===== src/verilog/msd_map.vh =====
// Address map, field positions, reset values and codes of the decoder.
`ifndef MSD_MAP_VH
`define MSD_MAP_VH

// Direct addresses of the registers handled inside the decoder, and of the main arith register.
`define MSD_SYSCTL_ADDR   8'hb1
`define MSD_PSW_ADDR      8'hd0
`define MSD_ACC_ADDR      8'he0

// Field positions.
`define MSD_XEN_BIT       0
`define MSD_PAGE_BIT      4
`define MSD_BANK_LO_BIT   3
`define MSD_BANK_HI_BIT   4

// Reset values.
`define MSD_SYSCTL_RST    8'h01
`define MSD_PSW_RST       8'h00

// Address space boundaries.
`define MSD_LOWER_TOP     8'h7f
`define MSD_BITAREA_BASE  8'h20
`define MSD_IROM_LIMIT    16'h2000
`define MSD_ON_CHIP_EXTENDED_RAM_BASE     16'hff00
`define MSD_ON_CHIP_EXTENDED_RAM_AW       8
`define MSD_IRAM_AW       8

// Access modes on i_acc_mode.
`define MSD_M_DIRECT      3'h0
`define MSD_M_INDIRECT    3'h1
`define MSD_M_BIT         3'h2
`define MSD_M_REG         3'h3
`define MSD_M_MOVX8       3'h4
`define MSD_M_MOVX16      3'h5

// Access targets.
`define MSD_T_IRAM        3'h0
`define MSD_T_SFRL        3'h1
`define MSD_T_SFRX        3'h2
`define MSD_T_ON_CHIP_EXTENDED_RAM        3'h3
`define MSD_T_EXT         3'h4

`endif


===== src/verilog/msd_decoder.v =====
// Memory space decoder: program fetch select and data access routing.
`include "msd_map.vh"
`default_nettype none

// Contract
// - Fetch select pin low sends every fetch to external program memory.
// - Pin high: internal below the limit, external at or above it.
// - Internal data uses 8-bit addresses; external data 8 or 16 bits.
// - Reset leaves internal RAM and extended RAM contents untouched.
// - Lower RAM at 00h to 7Fh, reachable directly and indirectly.
// - Bytes 20h to 2Fh hold bits 00h to 7Fh, ascending.
// - Lowest 32 bytes form four banks of eight registers, one active.
// - At 80h to FFh indirect reaches upper RAM, direct reaches SFRs.
// - SFRs at multiples of eight give bit addresses byte plus bit.
// - Alternate SPECIAL_REGISTER_AREA page has the same byte and bit addressing.
// - Page select bit 0 picks standard page, 1 the alternate; resets 0.
// - Only software changes page select; some registers ignore it.
// - Extended RAM sits at the top of external data space.
// - With extended RAM disabled its range goes to external memory.
// - External data reached through wide pointer or 8-bit pointers.
// - Status word bits 3 and 4 choose the active register bank.
// - Active bank registers by index; first two act as pointers.
module msd_decoder #(
    parameter [15:0] IROM_LIMIT = `MSD_IROM_LIMIT
) (
    input  wire        i_core_clk,
    input  wire        i_rst,
    input  wire        i_ext_fetch_n,
    input  wire        i_fetch_req,
    input  wire [15:0] i_fetch_addr,
    output reg         o_fetch_valid,
    output reg         o_fetch_ext,
    output reg  [15:0] o_fetch_addr,
    input  wire        i_acc_req,
    input  wire [2:0]  i_acc_mode,
    input  wire        i_acc_we,
    input  wire [7:0]  i_acc_addr,
    input  wire [15:0] i_acc_wptr,
    input  wire [7:0]  i_acc_page,
    input  wire [7:0]  i_acc_wdata,
    input  wire        i_acc_wbit,
    output reg         o_acc_busy,
    output reg         o_acc_done,
    output reg  [7:0]  o_acc_rdata,
    output reg         o_acc_rbit,
    output reg         o_sfr_rd,
    output reg         o_sfr_wr,
    output reg  [7:0]  o_sfr_addr,
    output reg         o_sfr_page,
    output reg  [7:0]  o_sfr_wdata,
    input  wire [7:0]  i_sfr_rdata,
    output reg         o_ext_req,
    output reg         o_ext_we,
    output reg  [15:0] o_ext_addr,
    output reg  [7:0]  o_ext_wdata,
    input  wire        i_ext_ack,
    input  wire [7:0]  i_ext_rdata,
    output reg  [7:0]  o_psw,
    output reg  [7:0]  o_sys_ctrl
);

    localparam [2:0] S_IDLE  = 3'h0;
    localparam [2:0] S_PTR   = 3'h1;
    localparam [2:0] S_ISSUE = 3'h2;
    localparam [2:0] S_RD    = 3'h3;
    localparam [2:0] S_EXT   = 3'h4;
    localparam [2:0] S_EXTW  = 3'h5;

    reg        fsel_s1_reg;
    reg        fsel_s2_reg;
    reg        ack_s1_reg;
    reg        ack_s2_reg;
    reg [2:0]  state_reg;
    reg [2:0]  mode_reg;
    reg        we_reg;
    reg [7:0]  addr_reg;
    reg [7:0]  page_reg;
    reg [7:0]  wdata_reg;
    reg        wbit_reg;
    reg [2:0]  bitidx_reg;
    reg        bitop_reg;
    reg [2:0]  tgt_reg;
    reg [15:0] xaddr_reg;
    reg        iram_en;
    reg        iram_we;
    reg [7:0]  iram_addr;
    reg [7:0]  iram_wd;
    reg        on_chip_extended_ram_en;
    reg        on_chip_extended_ram_we;
    reg [7:0]  on_chip_extended_ram_wd;
    reg [7:0]  cur_byte;
    reg [7:0]  merged;
    reg [2:0]  tgt_next;
    reg [7:0]  byte_next;
    reg [2:0]  bidx_next;
    wire [7:0] iram_q;
    wire [7:0] on_chip_extended_ram_q;
    wire [1:0] bank;
    wire       on_chip_extended_ram_hit;

    // Bank select bits of the status word.
    // One active bank.
    assign bank = {o_psw[`MSD_BANK_HI_BIT], o_psw[`MSD_BANK_LO_BIT]};

    assign on_chip_extended_ram_hit = o_sys_ctrl[`MSD_XEN_BIT] &&
                      (xaddr_reg >= `MSD_ON_CHIP_EXTENDED_RAM_BASE);

    // Program fetch selection from the synchronised strap pin.
    always @(posedge i_core_clk or posedge i_rst) begin
        if (i_rst) begin
            fsel_s1_reg   <= 1'b0;
            fsel_s2_reg   <= 1'b0;
            ack_s1_reg    <= 1'b0;
            ack_s2_reg    <= 1'b0;
            o_fetch_valid <= 1'b0;
            o_fetch_ext   <= 1'b1;
            o_fetch_addr  <= 16'h0000;
        end else begin
            fsel_s1_reg   <= i_ext_fetch_n;
            fsel_s2_reg   <= fsel_s1_reg;
            ack_s1_reg    <= i_ext_ack;
            ack_s2_reg    <= ack_s1_reg;
            o_fetch_valid <= i_fetch_req;
            if (i_fetch_req) begin
                o_fetch_addr <= i_fetch_addr;
                o_fetch_ext  <= ~fsel_s2_reg ||
                                (i_fetch_addr >= IROM_LIMIT);
            end
        end
    end

    // Byte address and bit index of the latched request.
    always @* begin
        byte_next = addr_reg;
        bidx_next = 3'h0;
        if (mode_reg == `MSD_M_BIT) begin
            bidx_next = addr_reg[2:0];
            if (addr_reg <= `MSD_LOWER_TOP) begin
                byte_next = `MSD_BITAREA_BASE + {4'h0, addr_reg[6:3]};
            end else begin
                byte_next = {addr_reg[7:3], 3'h0};
            end
        end else if (mode_reg == `MSD_M_REG) begin
            byte_next = {3'h0, bank, addr_reg[2:0]};
        end
    end

    // Target of the latched request once the address is known.
    always @* begin
        if (mode_reg == `MSD_M_MOVX8 || mode_reg == `MSD_M_MOVX16) begin
            tgt_next = on_chip_extended_ram_hit ? `MSD_T_ON_CHIP_EXTENDED_RAM : `MSD_T_EXT;
        end else if (mode_reg == `MSD_M_INDIRECT) begin
            tgt_next = `MSD_T_IRAM;
        end else if (byte_next <= `MSD_LOWER_TOP) begin
            tgt_next = `MSD_T_IRAM;
        end else if (byte_next == `MSD_SYSCTL_ADDR ||
                     byte_next == `MSD_PSW_ADDR) begin
            tgt_next = `MSD_T_SFRL;
        end else begin
            tgt_next = `MSD_T_SFRX;
        end
    end

    // Current byte of the addressed target and its bit-merged form.
    always @* begin
        case (tgt_reg)
            `MSD_T_IRAM: cur_byte = iram_q;
            `MSD_T_ON_CHIP_EXTENDED_RAM: cur_byte = on_chip_extended_ram_q;
            `MSD_T_SFRX: cur_byte = i_sfr_rdata;
            `MSD_T_SFRL: cur_byte = (xaddr_reg[7:0] == `MSD_PSW_ADDR) ?
                                    o_psw : o_sys_ctrl;
            default:     cur_byte = 8'h00;
        endcase
        merged = cur_byte;
        merged[bitidx_reg] = wbit_reg;
    end

    // Strobes to the two on-chip memories.
    always @* begin
        iram_en   = 1'b0;
        iram_we   = 1'b0;
        iram_addr = xaddr_reg[7:0];
        iram_wd   = wdata_reg;
        on_chip_extended_ram_en   = 1'b0;
        on_chip_extended_ram_we   = 1'b0;
        on_chip_extended_ram_wd   = wdata_reg;
        case (state_reg)
            S_IDLE: begin
                iram_addr = {3'h0, bank, 2'h0, i_acc_addr[0]};
                iram_en   = i_acc_req &&
                            (i_acc_mode == `MSD_M_INDIRECT ||
                             i_acc_mode == `MSD_M_MOVX8);
            end
            S_ISSUE: begin
                // The decode pass of bit and register modes must not
                // touch memory, its address is still the raw one.
                if (mode_reg != `MSD_M_BIT && mode_reg != `MSD_M_REG) begin
                    iram_en = (tgt_next == `MSD_T_IRAM);
                    iram_we = we_reg && !bitop_reg;
                    on_chip_extended_ram_en = (tgt_next == `MSD_T_ON_CHIP_EXTENDED_RAM);
                    on_chip_extended_ram_we = we_reg;
                end
            end
            S_RD: begin
                iram_en = (tgt_reg == `MSD_T_IRAM) && we_reg && bitop_reg;
                iram_we = iram_en;
                iram_wd = merged;
            end
            default: begin
                iram_en = 1'b0;
            end
        endcase
    end

    // Access sequencer and all registered outputs except the fetch ones.
    always @(posedge i_core_clk or posedge i_rst) begin
        if (i_rst) begin
            state_reg   <= S_IDLE;
            mode_reg    <= `MSD_M_DIRECT;
            we_reg      <= 1'b0;
            addr_reg    <= 8'h00;
            page_reg    <= 8'h00;
            wdata_reg   <= 8'h00;
            wbit_reg    <= 1'b0;
            bitidx_reg  <= 3'h0;
            bitop_reg   <= 1'b0;
            tgt_reg     <= `MSD_T_IRAM;
            xaddr_reg   <= 16'h0000;
            o_acc_busy  <= 1'b0;
            o_acc_done  <= 1'b0;
            o_acc_rdata <= 8'h00;
            o_acc_rbit  <= 1'b0;
            o_sfr_rd    <= 1'b0;
            o_sfr_wr    <= 1'b0;
            o_sfr_addr  <= 8'h00;
            o_sfr_page  <= 1'b0;
            o_sfr_wdata <= 8'h00;
            o_ext_req   <= 1'b0;
            o_ext_we    <= 1'b0;
            o_ext_addr  <= 16'h0000;
            o_ext_wdata <= 8'h00;
            o_psw       <= `MSD_PSW_RST;
            o_sys_ctrl  <= `MSD_SYSCTL_RST;
        end else begin
            o_acc_done <= 1'b0;
            o_sfr_rd   <= 1'b0;
            o_sfr_wr   <= 1'b0;
            case (state_reg)
                S_IDLE: begin
                    if (i_acc_req) begin
                        mode_reg   <= i_acc_mode;
                        we_reg     <= i_acc_we;
                        addr_reg   <= i_acc_addr;
                        page_reg   <= i_acc_page;
                        wdata_reg  <= i_acc_wdata;
                        wbit_reg   <= i_acc_wbit;
                        bitop_reg  <= (i_acc_mode == `MSD_M_BIT);
                        o_acc_busy <= 1'b1;
                        if (i_acc_mode == `MSD_M_INDIRECT ||
                            i_acc_mode == `MSD_M_MOVX8) begin
                            state_reg <= S_PTR;
                        end else begin
                            xaddr_reg <= (i_acc_mode == `MSD_M_MOVX16) ?
                                         i_acc_wptr :
                                         {8'h00, i_acc_addr};
                            state_reg <= S_ISSUE;
                        end
                    end
                end
                S_PTR: begin
                    // 8-bit pointer, page as high byte in MOVX8 mode, 00h for indirect.
                    xaddr_reg <= (mode_reg == `MSD_M_MOVX8) ?
                                 {page_reg, iram_q} : {8'h00, iram_q};
                    state_reg <= S_ISSUE;
                end
                S_ISSUE: begin
                    // Rewrite the address once decoded.
                    if (mode_reg == `MSD_M_BIT || mode_reg == `MSD_M_REG)
                    begin
                        xaddr_reg <= {8'h00, byte_next};
                        addr_reg  <= byte_next;
                        tgt_reg   <= tgt_next;
                        bitidx_reg <= bidx_next;
                        mode_reg  <= `MSD_M_DIRECT;
                    end else begin
                        tgt_reg <= tgt_next;
                        state_reg <= S_RD;
                        o_sfr_addr  <= xaddr_reg[7:0];
                        o_sfr_wdata <= wdata_reg;
                        // Main arith register ignores the page.
                        o_sfr_page  <= o_sys_ctrl[`MSD_PAGE_BIT] &&
                                       (xaddr_reg[7:0] != `MSD_ACC_ADDR);
                        if (tgt_next == `MSD_T_EXT) begin
                            o_ext_req   <= 1'b1;
                            o_ext_we    <= we_reg;
                            o_ext_addr  <= xaddr_reg;
                            o_ext_wdata <= wdata_reg;
                            state_reg   <= S_EXT;
                        end else if (we_reg && !bitop_reg) begin
                            state_reg  <= S_IDLE;
                            o_acc_busy <= 1'b0;
                            o_acc_done <= 1'b1;
                            o_sfr_wr   <= (tgt_next == `MSD_T_SFRX);
                            if (tgt_next == `MSD_T_SFRL) begin
                                if (xaddr_reg[7:0] == `MSD_PSW_ADDR) begin
                                    o_psw <= wdata_reg;
                                end else begin
                                    o_sys_ctrl <= wdata_reg;
                                end
                            end
                        end else begin
                            o_sfr_rd <= (tgt_next == `MSD_T_SFRX);
                        end
                    end
                end
                S_RD: begin
                    o_acc_rdata <= cur_byte;
                    o_acc_rbit  <= cur_byte[bitidx_reg];
                    o_acc_busy  <= 1'b0;
                    o_acc_done  <= 1'b1;
                    state_reg   <= S_IDLE;
                    if (we_reg && bitop_reg) begin
                        o_sfr_wdata <= merged;
                        o_sfr_wr    <= (tgt_reg == `MSD_T_SFRX);
                        if (tgt_reg == `MSD_T_SFRL) begin
                            if (xaddr_reg[7:0] == `MSD_PSW_ADDR) begin
                                o_psw <= merged;
                            end else begin
                                o_sys_ctrl <= merged;
                            end
                        end
                    end
                end
                S_EXT: begin
                    if (ack_s2_reg) begin
                        o_ext_req   <= 1'b0;
                        o_acc_rdata <= i_ext_rdata;
                        state_reg   <= S_EXTW;
                    end
                end
                S_EXTW: begin
                    if (!ack_s2_reg) begin
                        o_acc_busy <= 1'b0;
                        o_acc_done <= 1'b1;
                        state_reg  <= S_IDLE;
                    end
                end
                default: begin
                    state_reg <= S_IDLE;
                end
            endcase
        end
    end

    msd_ram #(.AW(`MSD_IRAM_AW)) u_iram (
        .i_core_clk (i_core_clk),
        .i_en       (iram_en),
        .i_we       (iram_we),
        .i_addr     (iram_addr),
        .i_wdata    (iram_wd),
        .o_rdata    (iram_q)
    );

    msd_ram #(.AW(`MSD_ON_CHIP_EXTENDED_RAM_AW)) u_on_chip_extended_ram (
        .i_core_clk (i_core_clk),
        .i_en       (on_chip_extended_ram_en),
        .i_we       (on_chip_extended_ram_we),
        .i_addr     (xaddr_reg[7:0]),
        .i_wdata    (on_chip_extended_ram_wd),
        .o_rdata    (on_chip_extended_ram_q)
    );

endmodule

`default_nettype wire


===== src/verilog/msd_ram.v =====
// Single-port byte memory with registered read data and no content reset.
`default_nettype none

module msd_ram #(
    parameter AW = 8
) (
    input  wire          i_core_clk,
    input  wire          i_en,
    input  wire          i_we,
    input  wire [AW-1:0] i_addr,
    input  wire [7:0]    i_wdata,
    output reg  [7:0]    o_rdata
);

    reg [7:0] mem [0:(1<<AW)-1];

    // Contents survive reset; only power-up leaves them undefined.
    always @(posedge i_core_clk) begin
        if (i_en) begin
            if (i_we) begin
                mem[i_addr] <= i_wdata;
            end
            o_rdata <= mem[i_addr];
        end
    end

endmodule

`default_nettype wire

===== config.mk =====
export PLATFORM = sky130hd
export DESIGN_NAME = msd_decoder
export DESIGN_NICKNAME = d
export VERILOG_FILES = /design/src/verilog/msd_decoder.v /design/src/verilog/msd_ram.v
export VERILOG_INCLUDE_DIRS = /design/src /design/src/verilog
export SDC_FILE = /design/constraint.sdc
export NUM_CORES = 2
export LEC_CHECK = 0
export ABC_AREA = 0
export BUFFER_PORTS_ARGS = -buffer_cell sky130_fd_sc_hd__buf_4
export CORE_ASPECT_RATIO = 2
export CORE_UTILIZATION = 25
export CTS_BUF_LIST = sky130_fd_sc_hd__clkbuf_16
export CTS_CLUSTER_DIAMETER = 50
export DETAILED_ROUTE_END_ITERATION = 10
export GPL_ROUTABILITY_DRIVEN = 1
export PLACE_DENSITY = 0.43
export SKIP_CTS_REPAIR_TIMING = 1
export SLEW_MARGIN = 20
export SYNTH_ARGS = -nofsm -noshare
export SYNTH_HDL_FRONTEND = slang
export SYNTH_SLANG_ARGS = --single-unit

===== constraint.sdc =====
create_clock -name i_core_clk -period 33.7 [get_ports i_core_clk]
set_input_delay 5.055 -clock i_core_clk [delete_from_list [all_inputs] [get_ports i_core_clk]]
set_output_delay 5.055 -clock i_core_clk [all_outputs]
set_load 0.01 [all_outputs]

==> flow_summary.ini <==
[floorplanning]
die_h_um = 1150
num_io_pins = 173
die_area_mm2 = 0.661
fp.coreArea_mm2 = 0.654
core.rowCount = 420
start_util_pct = 25.1
die-width_um = 575

[place]
gp_congestion = 0.852
numPortBuffers = 172
hpwl_um = 383000

[critical_path]
path_buf_inv = 7
reg2reg_to = u_iram.o_rdata[1]$_DFFE_PP_
cpMostUsedCell = buf_4
path_cells = buf_4, nor4_2, buf_4, a21o_4, buf_4, buf_4, buf_4, buf_4, buf_4, a22o_1, a221oi_1, o22a_1, a21oi_1, o311a_1, a31o_2
critPathTopFamily = buffers and inverters
start_kind = input pin
worstPathArrival_ns = 11.16
crit_type = in2reg
reg2reg_setup_slack_ns = 25.93
cp-end-kind = register
slowest_stage = buf_4
critical-path-max-stage-delay_ns = 0.69
r2r_start = xaddr_reg[0]$_DFFE_PP0P_
critical_path_required_ns = 34.54
critPathMaxFanout = 54
reg2regPathDepth = 13

[finish]
nNetsFinal = 8955
drive_gt1_share_pct = 20.7
postLayoutCoreUtil_pct = 29.0
area_growth_pct = 15.5
fillers = 64200
seqCellArea_mm2 = 0.127
top_regs = u_iram.mem x2048, u_on_chip_extended_ram.mem x2048
multi_input_area_mm2 = 0.0350

[synth]
ys_seq_area_share_pct = 77.4
synth_ff_type = edfxtp_1
yosys.area.top_type = edfxtp_1
yosysMostFrequentCell = edfxtp_1
mappedNetlistArea_mm2 = 0.164
syn_avg_cell_area_um2 = 19.0
yosys_warnings = 0
synth_top_area_share_pct = 75.2
synth_cell_types = 79
ys_top_cells_by_count = 4112 x edfxtp_1, 661 x mux4_2, 635 x nor2_1, 443 x nand2_1, 321 x a21oi_1
syn_inst = 8633
ys_async_sr_fraction_pct = 3.50
synth_enable_flop_cells = 4112
synth_area_leaders = edfxtp_1 75%, mux4_2 9.1%, dfrtp_1 2.2%, nor2_1 1.5%, a222oi_1 1.4%
synth_fp_nets = 8716
synth-seq-cells = 4261

[drt]
drc = 0
drt-pass1-iter-count = 9
ant_nets = 0
drt_iter0_drc = 8177
wl_um = 583000
via_per_inst = 4.91
wl_per_cell_um = 32.6
via_count = 87700

[clock_network]
cts_tree = yes
htreeDepth = 5
numCtsBuffers = 397
clk_pin_slew_ns = 0.07
clockBufferDepth = 4
cts-root-buf = clkbuf_16
numClockSinks = 4261
clkLatencyLatePin_ns = 0.99

[timing]
final.setup_skew_ns = 0.0619
final.min_clock_period_ns = 10.32
setup_violations = 0
rsz0062_at_grt = false
finalHoldViolCount = 0
tns_ns = 0
tightestPinTransition_ns = 1.39
hold-worst-slack_ns = 0.362
drv_slew = 0
max_clock_freq_mhz = 96.9
fin_crit_sh_pct = 30.6
slew_headroom_pct = 7.13

[global_route]
grtUsageTotal_pct = 17.2
gr-usage-met3_pct = 1.87
busiest_layer = met2
grt_pass1_wl_um = 794000
grt_overflow = 0
grt_max_degree = 165
grt_use_met2_pct = 33.2
gr-usage-met1_pct = 17.0
antenna_found_initial = 25
grt_pass1_vias = 92700

[worst_hold_path]
min_path_type = reg2reg
min_to = ack_s2_reg$_DFF_PP0_
holdCritStartpoint = ack_s1_reg$_DFF_PP0_
hold_path_depth = 0

[job]
maxCapViolations = 0

[outcome]
outcome = complete, no violations

[power_and_ir_drop]
p_leak_nw = 57.9
ir_drop_mv = 0.0772
power_density_mw_per_mm2 = 95.5
total_power_w = 0.0181
report_power, final:
part / switching [W] / total [W] / internal, W
logic: 0.00468 / 0.00653 / 0.00186
registers: 0.000233 / 0.00698 / 0.00674
clock network: 0.00205 / 0.00462 / 0.00257
total: 0.00696 / 0.0181 / 0.0112
worst max path at each step:
stage	startpoint	endpoint	slack, ns	depth (start not counted)
CTS	i_acc_addr[0]	u_iram.o_rdata[0]$_DFFE_PP_	23.53	15
detailed placement	i_acc_addr[0]	u_iram.o_rdata[0]$_DFFE_PP_	22.49	15
global route	i_acc_addr[0]	u_iram.o_rdata[0]$_DFFE_PP_	23.28	15
finish	i_acc_addr[0]	u_iram.o_rdata[0]$_DFFE_PP_	23.38	15
global placement	i_acc_addr[0]	u_iram.o_rdata[3]$_DFFE_PP_	22.48	13
floorplan	i_sfr_rdata[1]	u_iram.mem[0][1]$_DFFE_PP_	15.91	6
per-layer routing:
metal / part of all wire, % / routed length (um)
met4: 8.1 / 47400
met5: 0.0022 / 13
met2: 55 / 321000
met3: 4.3 / 24900
met1: 32 / 189000
stage by stage:
step	worst slack [ns]	cell area (um^2)	instances
floorplan	15.91	164000	8633
global placement	22.48	177000	17100
detailed placement	22.49	177000	17100
CTS	23.53	190000	17800
global route	23.28	190000	17900
finish	23.38	190000	17900
final cells by class:
type,instances,share of cell area (%)
flip-flops and latches,4261,67.1
clock buffers,412,5.43
multi-input cells,3773,18.5
well taps,8651,5.70
clock inverters,311,1.48
diodes,29,0.0382
inverters,9,0.0218
repair buffers,430,1.82
cell families after synthesis:
| kind of cell | Yosys count | synth area share (%) |
|---|---|---|
| buffers and inverters | 599 | 1.61 |
| AOI/OAI and AO/OA | 1442 | 6.48 |
| muxes | 953 | 10.9 |
| and+or+nand+nor | 1376 | 3.52 |
| DFF | 4261 | 77.4 |
| xor gates and xnor gates | 2 | 0.0107 |
placed cells by master, fill, tap and decap left out, types with 12 or more instances in the layout:
master / n
a221o_1: 60
nand2b_1: 14
clkinv_1: 77
a211oi_1: 26
dfrtp_1: 133
a22o_1: 80
nor2_1: 627
a31oi_1: 48
mux2i_1: 155
a22oi_1: 142
a221oi_1: 160
nand4_1: 16
buf_12: 17
nor4_1: 36
o31ai_1: 13
clkinv_2: 61
nor2b_1: 14
dfrtp_4: 12
nand3_1: 89
o22ai_1: 83
nand3_4: 14
o211ai_1: 26
nor3_1: 43
o21ai_0: 131
nand2_1: 432
edfxtp_1: 4112
a21oi_1: 319
inv_6: 15
mux4_2: 661
mux2_2: 135
clkbuf_16: 412
and2_1: 12
buf_4: 412
inv_1: 79
a222oi_1: 224
bufinv_16: 46
diode_2: 29
clkinvlp_4: 23
No activity file was read; power rests on OpenSTA's default activity.
